File: config.mk
export PLATFORM = sky130hd
export DESIGN_NAME = asbm_exec
export DESIGN_NICKNAME = d
export VERILOG_FILES = /design/src/asbm_pkg.sv /design/src/asbm_element_step.sv /design/src/asbm_exec.sv
export VERILOG_INCLUDE_DIRS = /design/src
export SDC_FILE = /design/constraint.sdc
export NUM_CORES = 1
export LEC_CHECK = 0
export ABC_AREA = 1
export BUFFER_PORTS_ARGS = -buffer_cell sky130_fd_sc_hd__buf_2
export CELL_PAD_IN_SITES_DETAIL_PLACEMENT = 0
export CELL_PAD_IN_SITES_GLOBAL_PLACEMENT = 1
export CORE_MARGIN = 2
export CORE_UTILIZATION = 38
export CTS_CLUSTER_DIAMETER = 60
export CTS_CLUSTER_SIZE = 24
export DETAILED_ROUTE_END_ITERATION = 16
export HOLD_SLACK_MARGIN = 0.12
export PLACE_DENSITY_LB_ADDON = 0.1
export SETUP_SLACK_MARGIN = 0.3
export SLEW_MARGIN = 5
export SYNTH_ARGS = -nofsm -noshare
export SYNTH_HDL_FRONTEND = slang
export SYNTH_HIERARCHICAL = 1
export SYNTH_SLANG_ARGS = --single-unit
File: constraint.sdc
create_clock -name sys_clk -period 7.3 [get_ports sys_clk]
set_input_delay 1.46 -clock sys_clk [delete_from_list [all_inputs] [get_ports sys_clk]]
set_output_delay 1.46 -clock sys_clk [all_outputs]
set_load 0.005 [all_outputs]
File: src/asbm_consts.svh
// Purpose: named constants for the accumulator, string and block-copy execution unit
// Assumes: 16-bit data words, 24-bit byte addresses (8-bit bank plus 16-bit offset)
// Notes:   cycle figures are instruction totals or base and per-element parts, counted on sys_clk
`ifndef ASBM_CONSTS_SVH
`define ASBM_CONSTS_SVH
`define ASBM_SWAP_CYC      4'h3
`define ASBM_ACC_WORD_EXCHANGE_ALIAS_CYC      4'h2
`define ASBM_EXTB_CYC      4'h1
`define ASBM_WORD_SIGN_WIDEN_CYC      4'h2
`define ASBM_BYTE_ZERO_WIDEN_CYC      4'h1
`define ASBM_STR_BASE      4'h2
`define ASBM_STR_PER       4'h6
`define ASBM_COPY_ZERO_CYC 4'h4
`define ASBM_SCAN_ZERO_CYC 4'h3
`define ASBM_FILL_BASE     4'h6
`define ASBM_FILL_PER      4'h5
`define ASBM_BLK_BASE      4'h5
`define ASBM_BLK_PER       4'h5
`define ASBM_BLK_ZERO_CNT  9'h100
`define ASBM_BYTE_SIGN     7
`define ASBM_WORD_SIGN     15
`endif

File: src/asbm_pkg.sv
// Purpose: types shared by the execution unit
// Assumes: nothing beyond the constants header
// Notes:   the operation code is a plain enum, its encoding is internal
package asbm_pkg;
  typedef enum logic [4:0] {
    ACC_BYTE_EXCHANGE, ACC_WORD_EXCHANGE, BYTE_SIGN_WIDEN, WORD_SIGN_WIDEN,
    BYTE_ZERO_WIDEN, WORD_ZERO_WIDEN, STRING_COPY, STRING_SCAN, STRING_FILL,
    BLOCK_COPY
  } asbm_op_type;

  typedef struct packed {
    asbm_op_type op;
    logic        wordSize;   // 1: 16-bit elements
    logic        down;       // 1: string copy and scan pointers decrement
    logic [7:0]  srcBank;
    logic [7:0]  dstBank;
    logic [23:0] blkSrc;     // block copy source address, already resolved
    logic [23:0] blkDst;     // block copy destination address, already resolved
    logic [7:0]  immCount;   // immediate_count
  } asbm_cmd_type;

  typedef struct packed {
    logic negative;
    logic zero;
    logic overflow;
    logic carry;
  } asbm_flags_type;

  typedef struct packed {
    logic        req;
    logic        write;
    logic        wordSize;
    logic [23:0] addr;
    logic [15:0] wdata;
  } asbm_mem_type;
endpackage : asbm_pkg

File: src/asbm_element_step.sv
// Purpose: per-element pointer step and scan comparison
// Assumes: combinational, used by the sequencer each element
// Notes:   flags of the scan follow a subtract of acc low word from element
`timescale 1ns/1ps
`default_nettype none
`include "asbm_consts.svh"
module asbm_element_step (
  input  wire logic                  wordSize,
  input  wire logic                  down,
  input  wire logic [15:0]           ptrIn,
  input  wire logic [15:0]           element,
  input  wire logic [15:0]           accLow,
  output logic [15:0]                ptrOut,
  output logic                       match,
  output asbm_pkg::asbm_flags_type   scanFlags
);
  logic [16:0] diff;
  logic [15:0] stepSize;
  logic [15:0] opA;
  logic [15:0] opB;
  always_comb begin
    stepSize = wordSize ? 16'h0002 : 16'h0001;
    ptrOut   = down ? ptrIn - stepSize : ptrIn + stepSize;
    opA      = wordSize ? element : {8'h00, element[7:0]};
    opB      = wordSize ? accLow : {8'h00, accLow[7:0]};
    diff     = {1'b0, opA} - {1'b0, opB};
    match    = (opA == opB);
    if (wordSize) begin
      scanFlags.negative = diff[`ASBM_WORD_SIGN];
      scanFlags.zero     = (diff[15:0] == 16'h0000);
      scanFlags.overflow = (opA[15] != opB[15]) && (diff[15] != opA[15]);
      scanFlags.carry    = diff[16];
    end else begin
      scanFlags.negative = diff[`ASBM_BYTE_SIGN];
      scanFlags.zero     = (diff[7:0] == 8'h00);
      scanFlags.overflow = (opA[7] != opB[7]) && (diff[7] != opA[7]);
      scanFlags.carry    = diff[8];
    end
  end
endmodule : asbm_element_step
`default_nettype wire

File: src/asbm_exec.sv
// Purpose: execution of accumulator, string and block-copy instructions
// Assumes: memory answers a request with rdValid one or more cycles later
// Notes:   cycle timing is padded to the documented totals by a wait counter
//
// What this block does
// - byte exchange swaps accumulator bytes, flags unchanged
// - word exchange swaps acc halves, two cycles
// - byte sign widen, sets N Z, one cycle
// - word sign widen fills high word, two cycles
// - zero widen clears upper bits, N cleared
// - upward byte copy, pointers increment, flags kept
// - downward copy decrements both pointers per element
// - word copies use same pointers and counter
// - scan compares, stops on match, sets NZVC
// - fill stores acc low, 5m+6 cycles
// - scan 3 if zero, 2+6m, 6n+4 matched
// - block copy immediate_count elements, zero means 256
// - block copy uses resolved 24-bit addresses, not the string banks
// - byte block copy, any address pair, flags kept
// - word block copy, same modes, 16-bit elements
`timescale 1ns/1ps
`default_nettype none
`include "asbm_consts.svh"
module asbm_exec #(
  parameter int CYC_W = 20
) (
  input  wire logic                    sys_clk,
  input  wire logic                    reset,
  input  wire logic                    start,
  input  wire asbm_pkg::asbm_cmd_type  cmd,
  input  wire logic [31:0]             accIn,
  input  wire logic [15:0]             counterIn,
  input  wire asbm_pkg::asbm_flags_type flagsIn,
  input  wire logic                    rdValid,
  input  wire logic [15:0]             rdData,
  output logic                         busy,
  output logic                         done,
  output logic [31:0]                  accOut,
  output logic [15:0]                  counterOut,
  output asbm_pkg::asbm_flags_type     flagsOut,
  output asbm_pkg::asbm_mem_type       mem
);
  typedef enum logic [2:0] {IDLE, READ, WAITRD, WRITE, PAD, FINISH} asbm_state_type;

  asbm_state_type           state_reg, state_next;
  asbm_pkg::asbm_cmd_type   cmd_reg, cmd_next;
  logic [31:0]              acc_reg, acc_next;
  logic [15:0]              cnt_reg, cnt_next;
  logic [8:0]               blk_reg, blk_next;
  logic [23:0]              bsrc_reg, bsrc_next;
  logic [23:0]              bdst_reg, bdst_next;
  logic [15:0]              data_reg, data_next;
  asbm_pkg::asbm_flags_type flags_reg, flags_next;
  logic [CYC_W-1:0]         wait_reg, wait_next;
  logic                     busy_reg, busy_next;
  logic                     done_reg, done_next;
  asbm_pkg::asbm_mem_type   mem_reg, mem_next;

  logic [15:0]              stepIn, stepOut;
  logic                     match;
  asbm_pkg::asbm_flags_type scanFlags;

  // ****************************************************************
  // element step
  // ****************************************************************
  asbm_element_step u_step (
    .wordSize  (cmd_reg.wordSize),
    .down      (cmd_reg.down),
    .ptrIn     (stepIn),
    .element   (data_reg),
    .accLow    (acc_reg[15:0]),
    .ptrOut    (stepOut),
    .match     (match),
    .scanFlags (scanFlags)
  );

  function automatic logic [CYC_W-1:0] cyc(input logic [3:0] c);
    cyc = CYC_W'(c);
  endfunction : cyc

  function automatic logic [23:0] step24(input logic [23:0] a, input logic w);
    step24 = a + (w ? 24'h000002 : 24'h000001);
  endfunction : step24

  function automatic logic [15:0] mask(input logic [15:0] d, input logic w);
    mask = w ? d : {8'h00, d[7:0]};
  endfunction : mask

  function automatic logic [15:0] step16(input logic [15:0] a, input logic w, input logic dn);
    step16 = dn ? a - (w ? 16'h0002 : 16'h0001) : a + (w ? 16'h0002 : 16'h0001);
  endfunction : step16

  // the shared step unit only ever walks the destination pointer, so no comb loop
  assign stepIn = acc_reg[31:16];

  // ****************************************************************
  // sequencer
  // ****************************************************************
  always_comb begin
    state_next   = state_reg;
    cmd_next     = cmd_reg;
    acc_next     = acc_reg;
    cnt_next     = cnt_reg;
    blk_next     = blk_reg;
    bsrc_next    = bsrc_reg;
    bdst_next    = bdst_reg;
    data_next    = data_reg;
    flags_next   = flags_reg;
    wait_next    = (wait_reg != '0) ? wait_reg - cyc(4'h1) : wait_reg;
    done_next    = 1'b0;
    mem_next     = '0;
    unique case (state_reg)
      IDLE: begin
        if (start) begin
          cmd_next   = cmd;
          acc_next   = accIn;
          cnt_next   = counterIn;
          flags_next = flagsIn;
          bsrc_next  = cmd.blkSrc;
          bdst_next  = cmd.blkDst;
          blk_next   = (cmd.immCount == 8'h00) ? `ASBM_BLK_ZERO_CNT
                                               : {1'b0, cmd.immCount};
          state_next = PAD;
          unique case (cmd.op)
            asbm_pkg::ACC_BYTE_EXCHANGE: begin
              acc_next[15:0] = {accIn[7:0], accIn[15:8]};
              wait_next      = cyc(`ASBM_SWAP_CYC);
            end
            asbm_pkg::ACC_WORD_EXCHANGE: begin
              acc_next  = {accIn[15:0], accIn[31:16]};
              wait_next = cyc(`ASBM_ACC_WORD_EXCHANGE_ALIAS_CYC);
            end
            asbm_pkg::BYTE_SIGN_WIDEN: begin
              acc_next[15:8]      = {8{accIn[`ASBM_BYTE_SIGN]}};
              flags_next.negative = accIn[`ASBM_BYTE_SIGN];
              flags_next.zero     = (accIn[7:0] == 8'h00);
              wait_next           = cyc(`ASBM_EXTB_CYC);
            end
            asbm_pkg::WORD_SIGN_WIDEN: begin
              acc_next[31:16]     = {16{accIn[`ASBM_WORD_SIGN]}};
              flags_next.negative = accIn[`ASBM_WORD_SIGN];
              flags_next.zero     = (accIn[15:0] == 16'h0000);
              wait_next           = cyc(`ASBM_WORD_SIGN_WIDEN_CYC);
            end
            asbm_pkg::BYTE_ZERO_WIDEN: begin
              acc_next[15:8]      = 8'h00;
              flags_next.negative = 1'b0;
              flags_next.zero     = (accIn[7:0] == 8'h00);
              wait_next           = cyc(`ASBM_BYTE_ZERO_WIDEN_CYC);
            end
            asbm_pkg::WORD_ZERO_WIDEN: begin
              acc_next[31:16]     = 16'h0000;
              flags_next.negative = 1'b0;
              flags_next.zero     = (accIn[15:0] == 16'h0000);
              wait_next           = cyc(`ASBM_BYTE_ZERO_WIDEN_CYC);
            end
            asbm_pkg::STRING_FILL: begin
              flags_next.negative = cmd.wordSize ? accIn[`ASBM_WORD_SIGN]
                                                 : accIn[`ASBM_BYTE_SIGN];
              flags_next.zero     = (mask(accIn[15:0], cmd.wordSize) == 16'h0000);
              wait_next           = cyc(`ASBM_FILL_BASE);
              state_next          = (counterIn == 16'h0000) ? PAD : WRITE;
            end
            asbm_pkg::BLOCK_COPY: begin
              wait_next  = cyc(`ASBM_BLK_BASE);
              state_next = READ;
            end
            default: begin
              wait_next  = (counterIn == 16'h0000) ?
                           cyc((cmd.op == asbm_pkg::STRING_SCAN) ? `ASBM_SCAN_ZERO_CYC
                                                               : `ASBM_COPY_ZERO_CYC)
                           : cyc(`ASBM_STR_BASE);
              state_next = (counterIn == 16'h0000) ? PAD : READ;
            end
          endcase
        end
      end
      READ: begin
        mem_next.req      = 1'b1;
        mem_next.wordSize = cmd_reg.wordSize;
        if (cmd_reg.op == asbm_pkg::BLOCK_COPY)
          mem_next.addr = bsrc_reg;
        else if (cmd_reg.op == asbm_pkg::STRING_SCAN)
          mem_next.addr = {cmd_reg.dstBank, acc_reg[31:16]};
        else
          mem_next.addr = {cmd_reg.srcBank, acc_reg[15:0]};
        // the budget still loses this cycle, as in every other cycle
        wait_next  = wait_reg - cyc(4'h1) + ((cmd_reg.op == asbm_pkg::BLOCK_COPY) ?
                     cyc(`ASBM_BLK_PER) : cyc(`ASBM_STR_PER));
        state_next = WAITRD;
      end
      WAITRD: begin
        if (rdValid) begin
          data_next  = mask(rdData, cmd_reg.wordSize);
          state_next = (cmd_reg.op == asbm_pkg::STRING_SCAN) ? FINISH : WRITE;
        end
      end
      WRITE: begin
        mem_next.req      = 1'b1;
        mem_next.write    = 1'b1;
        mem_next.wordSize = cmd_reg.wordSize;
        if (cmd_reg.op == asbm_pkg::BLOCK_COPY) begin
          mem_next.addr  = bdst_reg;
          mem_next.wdata = data_reg;
          bsrc_next      = step24(bsrc_reg, cmd_reg.wordSize);
          bdst_next      = step24(bdst_reg, cmd_reg.wordSize);
          blk_next       = blk_reg - 9'h001;
          state_next     = (blk_reg == 9'h001) ? PAD : READ;
        end else begin
          mem_next.addr   = {cmd_reg.dstBank, acc_reg[31:16]};
          acc_next[31:16] = stepOut;
          cnt_next        = cnt_reg - 16'h0001;
          if (cmd_reg.op == asbm_pkg::STRING_FILL) begin
            // fill always ascends, whatever the direction bit says
            acc_next[31:16] = step16(acc_reg[31:16], cmd_reg.wordSize, 1'b0);
            mem_next.wdata  = mask(acc_reg[15:0], cmd_reg.wordSize);
            wait_next       = wait_reg - cyc(4'h1) + cyc(`ASBM_FILL_PER);
            state_next      = (cnt_reg == 16'h0001) ? PAD : WRITE;
          end else begin
            mem_next.wdata = data_reg;
            acc_next[15:0] = step16(acc_reg[15:0], cmd_reg.wordSize, cmd_reg.down);
            state_next     = (cnt_reg == 16'h0001) ? PAD : READ;
          end
        end
      end
      FINISH: begin
        flags_next      = scanFlags;
        acc_next[31:16] = stepOut;
        cnt_next        = cnt_reg - 16'h0001;
        if (match) begin
          wait_next  = wait_reg + cyc(4'h2) - cyc(4'h1);
          state_next = PAD;
        end else
          state_next = (cnt_reg == 16'h0001) ? PAD : READ;
      end
      PAD: begin
        if (wait_reg <= cyc(4'h1)) begin
          done_next  = 1'b1;
          state_next = IDLE;
        end
      end
      default: state_next = IDLE;
    endcase
    busy_next = (state_next != IDLE);
  end

  always_ff @(posedge sys_clk or posedge reset) begin
    if (reset) begin
      state_reg   <= IDLE;
      cmd_reg     <= '0;
      acc_reg     <= '0;
      cnt_reg     <= '0;
      blk_reg     <= '0;
      bsrc_reg    <= '0;
      bdst_reg    <= '0;
      data_reg    <= '0;
      flags_reg   <= '0;
      wait_reg    <= '0;
      busy_reg    <= 1'b0;
      done_reg    <= 1'b0;
      mem_reg     <= '0;
    end else begin
      state_reg   <= state_next;
      cmd_reg     <= cmd_next;
      acc_reg     <= acc_next;
      cnt_reg     <= cnt_next;
      blk_reg     <= blk_next;
      bsrc_reg    <= bsrc_next;
      bdst_reg    <= bdst_next;
      data_reg    <= data_next;
      flags_reg   <= flags_next;
      wait_reg    <= wait_next;
      busy_reg    <= busy_next;
      done_reg    <= done_next;
      mem_reg     <= mem_next;
    end
  end

  assign busy       = busy_reg;
  assign done       = done_reg;
  assign accOut     = acc_reg;
  assign counterOut = cnt_reg;
  assign flagsOut   = flags_reg;
  assign mem        = mem_reg;

  // ****************************************************************
  // checks
  // ****************************************************************
  // exchange swaps the accumulator halves two cycles after start
  word_exchange_a: assert property (@(posedge sys_clk) disable iff (reset)
    (start && !busy && cmd.op == asbm_pkg::ACC_WORD_EXCHANGE) |=> ##2 done
      && accOut == {$past(accIn[15:0], 3), $past(accIn[31:16], 3)})
    else $error("word exchange result or timing wrong");
  byte_exchange_a: assert property (@(posedge sys_clk) disable iff (reset)
    (start && !busy && cmd.op == asbm_pkg::ACC_BYTE_EXCHANGE) |=> ##3
      (done && flagsOut == $past(flagsIn, 4)))
    else $error("byte exchange changed flags or took wrong time");
  sign_widen_a: assert property (@(posedge sys_clk) disable iff (reset)
    (start && !busy && cmd.op == asbm_pkg::BYTE_SIGN_WIDEN) |=> ##1
      (done && accOut[15:8] == {8{accOut[7]}}))
    else $error("byte sign widen wrong");
  wsign_widen_a: assert property (@(posedge sys_clk) disable iff (reset)
    (start && !busy && cmd.op == asbm_pkg::WORD_SIGN_WIDEN) |=> !done [*2] ##1
      (done && accOut[31:16] == {16{accOut[15]}} && flagsOut.negative == accOut[15]))
    else $error("word sign widen wrong");
  zero_widen_a: assert property (@(posedge sys_clk) disable iff (reset)
    (start && !busy && cmd.op == asbm_pkg::WORD_ZERO_WIDEN) |=> ##1
      (done && accOut[31:16] == 16'h0000 && !flagsOut.negative))
    else $error("zero widen wrong");
  copy_zero_a: assert property (@(posedge sys_clk) disable iff (reset)
    (start && !busy && cmd.op == asbm_pkg::STRING_COPY && counterIn == 16'h0000)
      |=> !done [*4] ##1 done)
    else $error("empty copy not four cycles");
  scan_zero_a: assert property (@(posedge sys_clk) disable iff (reset)
    (start && !busy && cmd.op == asbm_pkg::STRING_SCAN && counterIn == 16'h0000)
      |=> !done [*3] ##1 done)
    else $error("empty scan not three cycles");
  counter_end_a: assert property (@(posedge sys_clk) disable iff (reset)
    (done && (cmd_reg.op == asbm_pkg::STRING_COPY || cmd_reg.op == asbm_pkg::STRING_FILL))
      |-> counterOut == 16'h0000)
    else $error("string op ended with counter not zero");
  copy_flags_a: assert property (@(posedge sys_clk) disable iff (reset)
    (busy && (cmd_reg.op == asbm_pkg::STRING_COPY || cmd_reg.op == asbm_pkg::BLOCK_COPY))
      |=> $stable(flagsOut))
    else $error("copy changed flags");
  blk_zero_a: assert property (@(posedge sys_clk) disable iff (reset)
    (state_reg == IDLE && start && cmd.op == asbm_pkg::BLOCK_COPY && cmd.immCount == 8'h00)
      |=> blk_reg == 9'h100)
    else $error("zero immediate not 256");
endmodule : asbm_exec
`default_nettype wire

==> flow_summary.toml <==
[cells_and_area]
final_nets = 3078
drive_above_1_share_pct = 17.1
largest_reg_flops = 43
fill_cells = 5069
multiInputGateArea_um2 = 11000
syn_to_final_growth_pct = 14.9
finalInstanceArea_um2 = 20900
regArea_um2 = 5410

[pwr]
pwr-share-comb_pct = 59.4
power_density_nw_per_um2 = 480
swShare_pct = 54.4
switchingPower_w = 0.00547
pwr-share-clk_pct = 15.7
power.leakage_nw = 9.95
ir_drop_v = 0.000226
seqPwrFrac_pct = 24.9
p_int_w = 0.00458

[global_route]
antenna_found_initial = 0
grt_pass1_wl_um = 112000
grt_max_degree = 99
overflow = 0
grt_pass1_vias = 18800
grt_usage_pct = 28.9

[yosys]
yosysTopAreaCell = "dfrtp_1"
netlist_top_cells_count = "nand2_1 (575), inv_1 (313), o21ai_0 (242), dfrtp_1 (216), nor2_1 (212)"
yosysTopAreaCellShare_pct = 29.7
synthArstFlopShare_pct = 100
synth_cell_types = 71
syn_nets = 2882
syn_avg_cell_area_um2 = 6.83
synth_area_um2 = 18200
yosysSeqAreaShare_pct = 29.7
yosys_warnings = 6
synth.area.top_cells = "dfrtp_1 (30%), nand2_1 (12%), o21ai_0 (6.7%), inv_1 (6.5%), nand3_1 (5.3%)"
synth_edf_count = 0
yosys_most_used_dff = "dfrtp_1"
ys_ff_latch = 216
synth.most_common_cell = "nand2_1"
netlist_instances = 2663

[route]
wl_met3_um = 4190
vias = 19400
avgViaCountPerCell = 5.56
drt_pass1_iterations = 5
wl_per_cell_um = 20.8
wl_um = 72900
drt_iter0_drc = 1436
drc = 0
highest_layer = "met4"
drt-met1-wl_um = 33500
dr_wl_met2_um = 33200
ant_nets = 0

[critical_path]
max_stage_delay_ns = 0.59
path_cells = "buf_4 > nand2_1 > ha_1 > nand2_1 > nor2_1 > nand2_1 > nor4b_1 > buf_4 > inv_1 > nor2_4 > inv_1 > or3_1 > o2111ai_1"
end_kind = "flip-flop"
start_kind = "flip-flop"
path_buf_inv = 4
rr_worst_depth = 13
critical_path_class = "reg2reg"
cp_slowest_cell = "dfrtp_1"
cp.arrival_ns = 4.49
crit_family = "simple AND/OR/NAND/NOR gates"
required_ns = 7.79
cp_max_fo = 34
cp_num_cells = 13
cpMostUsedCell = "nand2_1"

[timing]
setup_tns_ns = 0
fin_worst_skew_ns = 0.0153
hold_viol = 0
finalCritPeriodShare_pct = 54.8
finalMaxSlewViolations = 0
worstMarginPinSlew_ns = 1.06
setup_violations = 0
relSlewSlack_pct = 29.2
rsz0062_at_grt = "no"
max_freq_mhz = 250
period_needed_ns = 4.00

[floorplanning]
ioPinCount = 248
die_y_um = 223
die_w_um = 223
die-area_um2 = 49700
core_area_um2 = 47500
rows = 80
start_util_pct = 38.3

[clock_tree]
cts_buffer_depth = 3
hold_buffers = 0
post_cts_buffers = 0
root_buffer = "clkbuf_16"
clock-sinks = 216
cts_tree = "yes"
cts_resized = 0
clkSlewWorstSetupHoldPaths_ns = 0.07
h-tree-depth = 1
clock_latency_ns = 0.59
cts_inserted_buffers = 31

[place]
dpl.hpwl_um = 56100
placed_cell_area_um2 = 19900
port_buffers = 247
gp_congestion = 0.965

[worst_hold_path]
holdCritPathClass = "reg2reg"
hold_depth = 2

[run_status]
status = "completed"

[run]
drv_cap = 0
per-layer routing:
layer | GRT usage, % | vias up
li1 | - | 9396
met5 | 0 | -
met2 | 46.6 | 580
met3 | 3.15 | 93
met4 | 7.97 | 0
met1 | 41.0 | 9358
power groups by stage:
stage / Clock, W / Combinational (W) / Sequential (W)
after floorplan: 0 / 0.00437 / 0.00217
after global placement: 0 / 0.00585 / 0.00251
after detailed placement: 0 / 0.00590 / 0.00251
after CTS: 0.00161 / 0.00594 / 0.00249
after global routing: 0.00165 / 0.00671 / 0.00257
final: 0.00158 / 0.00596 / 0.00250
cells by family (layout without fill, tap and decap cells):
family                     count (synthesis)  after routing  share of synthesized area [%]
other                                      0              1                              0
AOI/OAI and AO/OA                        630            630                           20.3
buffers and inverters                    455            673                           10.1
adders and majority gates                 68             68                           4.92
DFF                                      216            216                           29.7
xor gates and xnor gates                  62             62                           3.03
and+or+nand+nor                         1231           1231                           31.9
muxes                                      1              1                         0.0550
worst min-delay path: cells and delay by family, from the launching register on:
family / cells / cell delay [ns]
compound gates: 1 / 0.06
flops: 1 / 0.35
simple gates: 1 / 0.05
cell usage in the layout (no fill, tap or decap), types with 24 or more instances in the layout:
master     netlist  routed
xor2_1          51      51
inv_2           34      34
nand2_1        575     575
nand3_1        191     191
nor3_1          35      35
buf_2           29     247
ha_1            62      62
o221ai_1        25      25
o21ai_1         28      28
nand2_2         37      37
nand4_1         58      58
nor2_1         212     209
clkbuf_16        0      31
o211ai_1        35      35
inv_1          313     312
o21ai_0        242     242
dfrtp_1        216     216
nor4_1          24      24
a21oi_1        171     171
per-stage QoR:
step                util [%]  setup slack (ns)  hold slack [ns]  total power, W  instances
floorplan                  -              3.03            0.450         0.00654       2663
global route            44.0              2.93            0.544          0.0109       3496
finish                  44.0              3.30            0.499          0.0100       3497
global placement        41.8              3.44            0.473         0.00836       3441
CTS                     44.0              3.30            0.499          0.0100       3496
detailed placement      41.8              3.31            0.482         0.00841       3441
worst paths after layout:
path,from,end,slack [ns]
worst max-delay path,cmd_reg[73],wait_reg[8],3.30
worst min-delay path,cmd_reg[75],cmd_reg[75],0.50
worst max register to register,cmd_reg[73],wait_reg[8],3.30
worst min register to register,cmd_reg[75],cmd_reg[75],0.50
max in group asynchronous,reset,bdst_reg[3],4.83
min in group asynchronous,reset,mem[8],1.06
cell type report:
| type | instances | area share (%) |
|---|---|---|
| Multi-Input combinational cell | 1992 | 52.5 |
| Sequential cell | 216 | 25.8 |
| Timing Repair Buffer | 266 | 6.59 |
| Inverter | 352 | 6.36 |
| Clock buffer | 32 | 3.78 |
| Tap cell | 615 | 3.68 |
| Clock inverter | 23 | 1.28 |
| Antenna cell | 1 | 0.0120 |
Power figures use the tool's default switching activity.
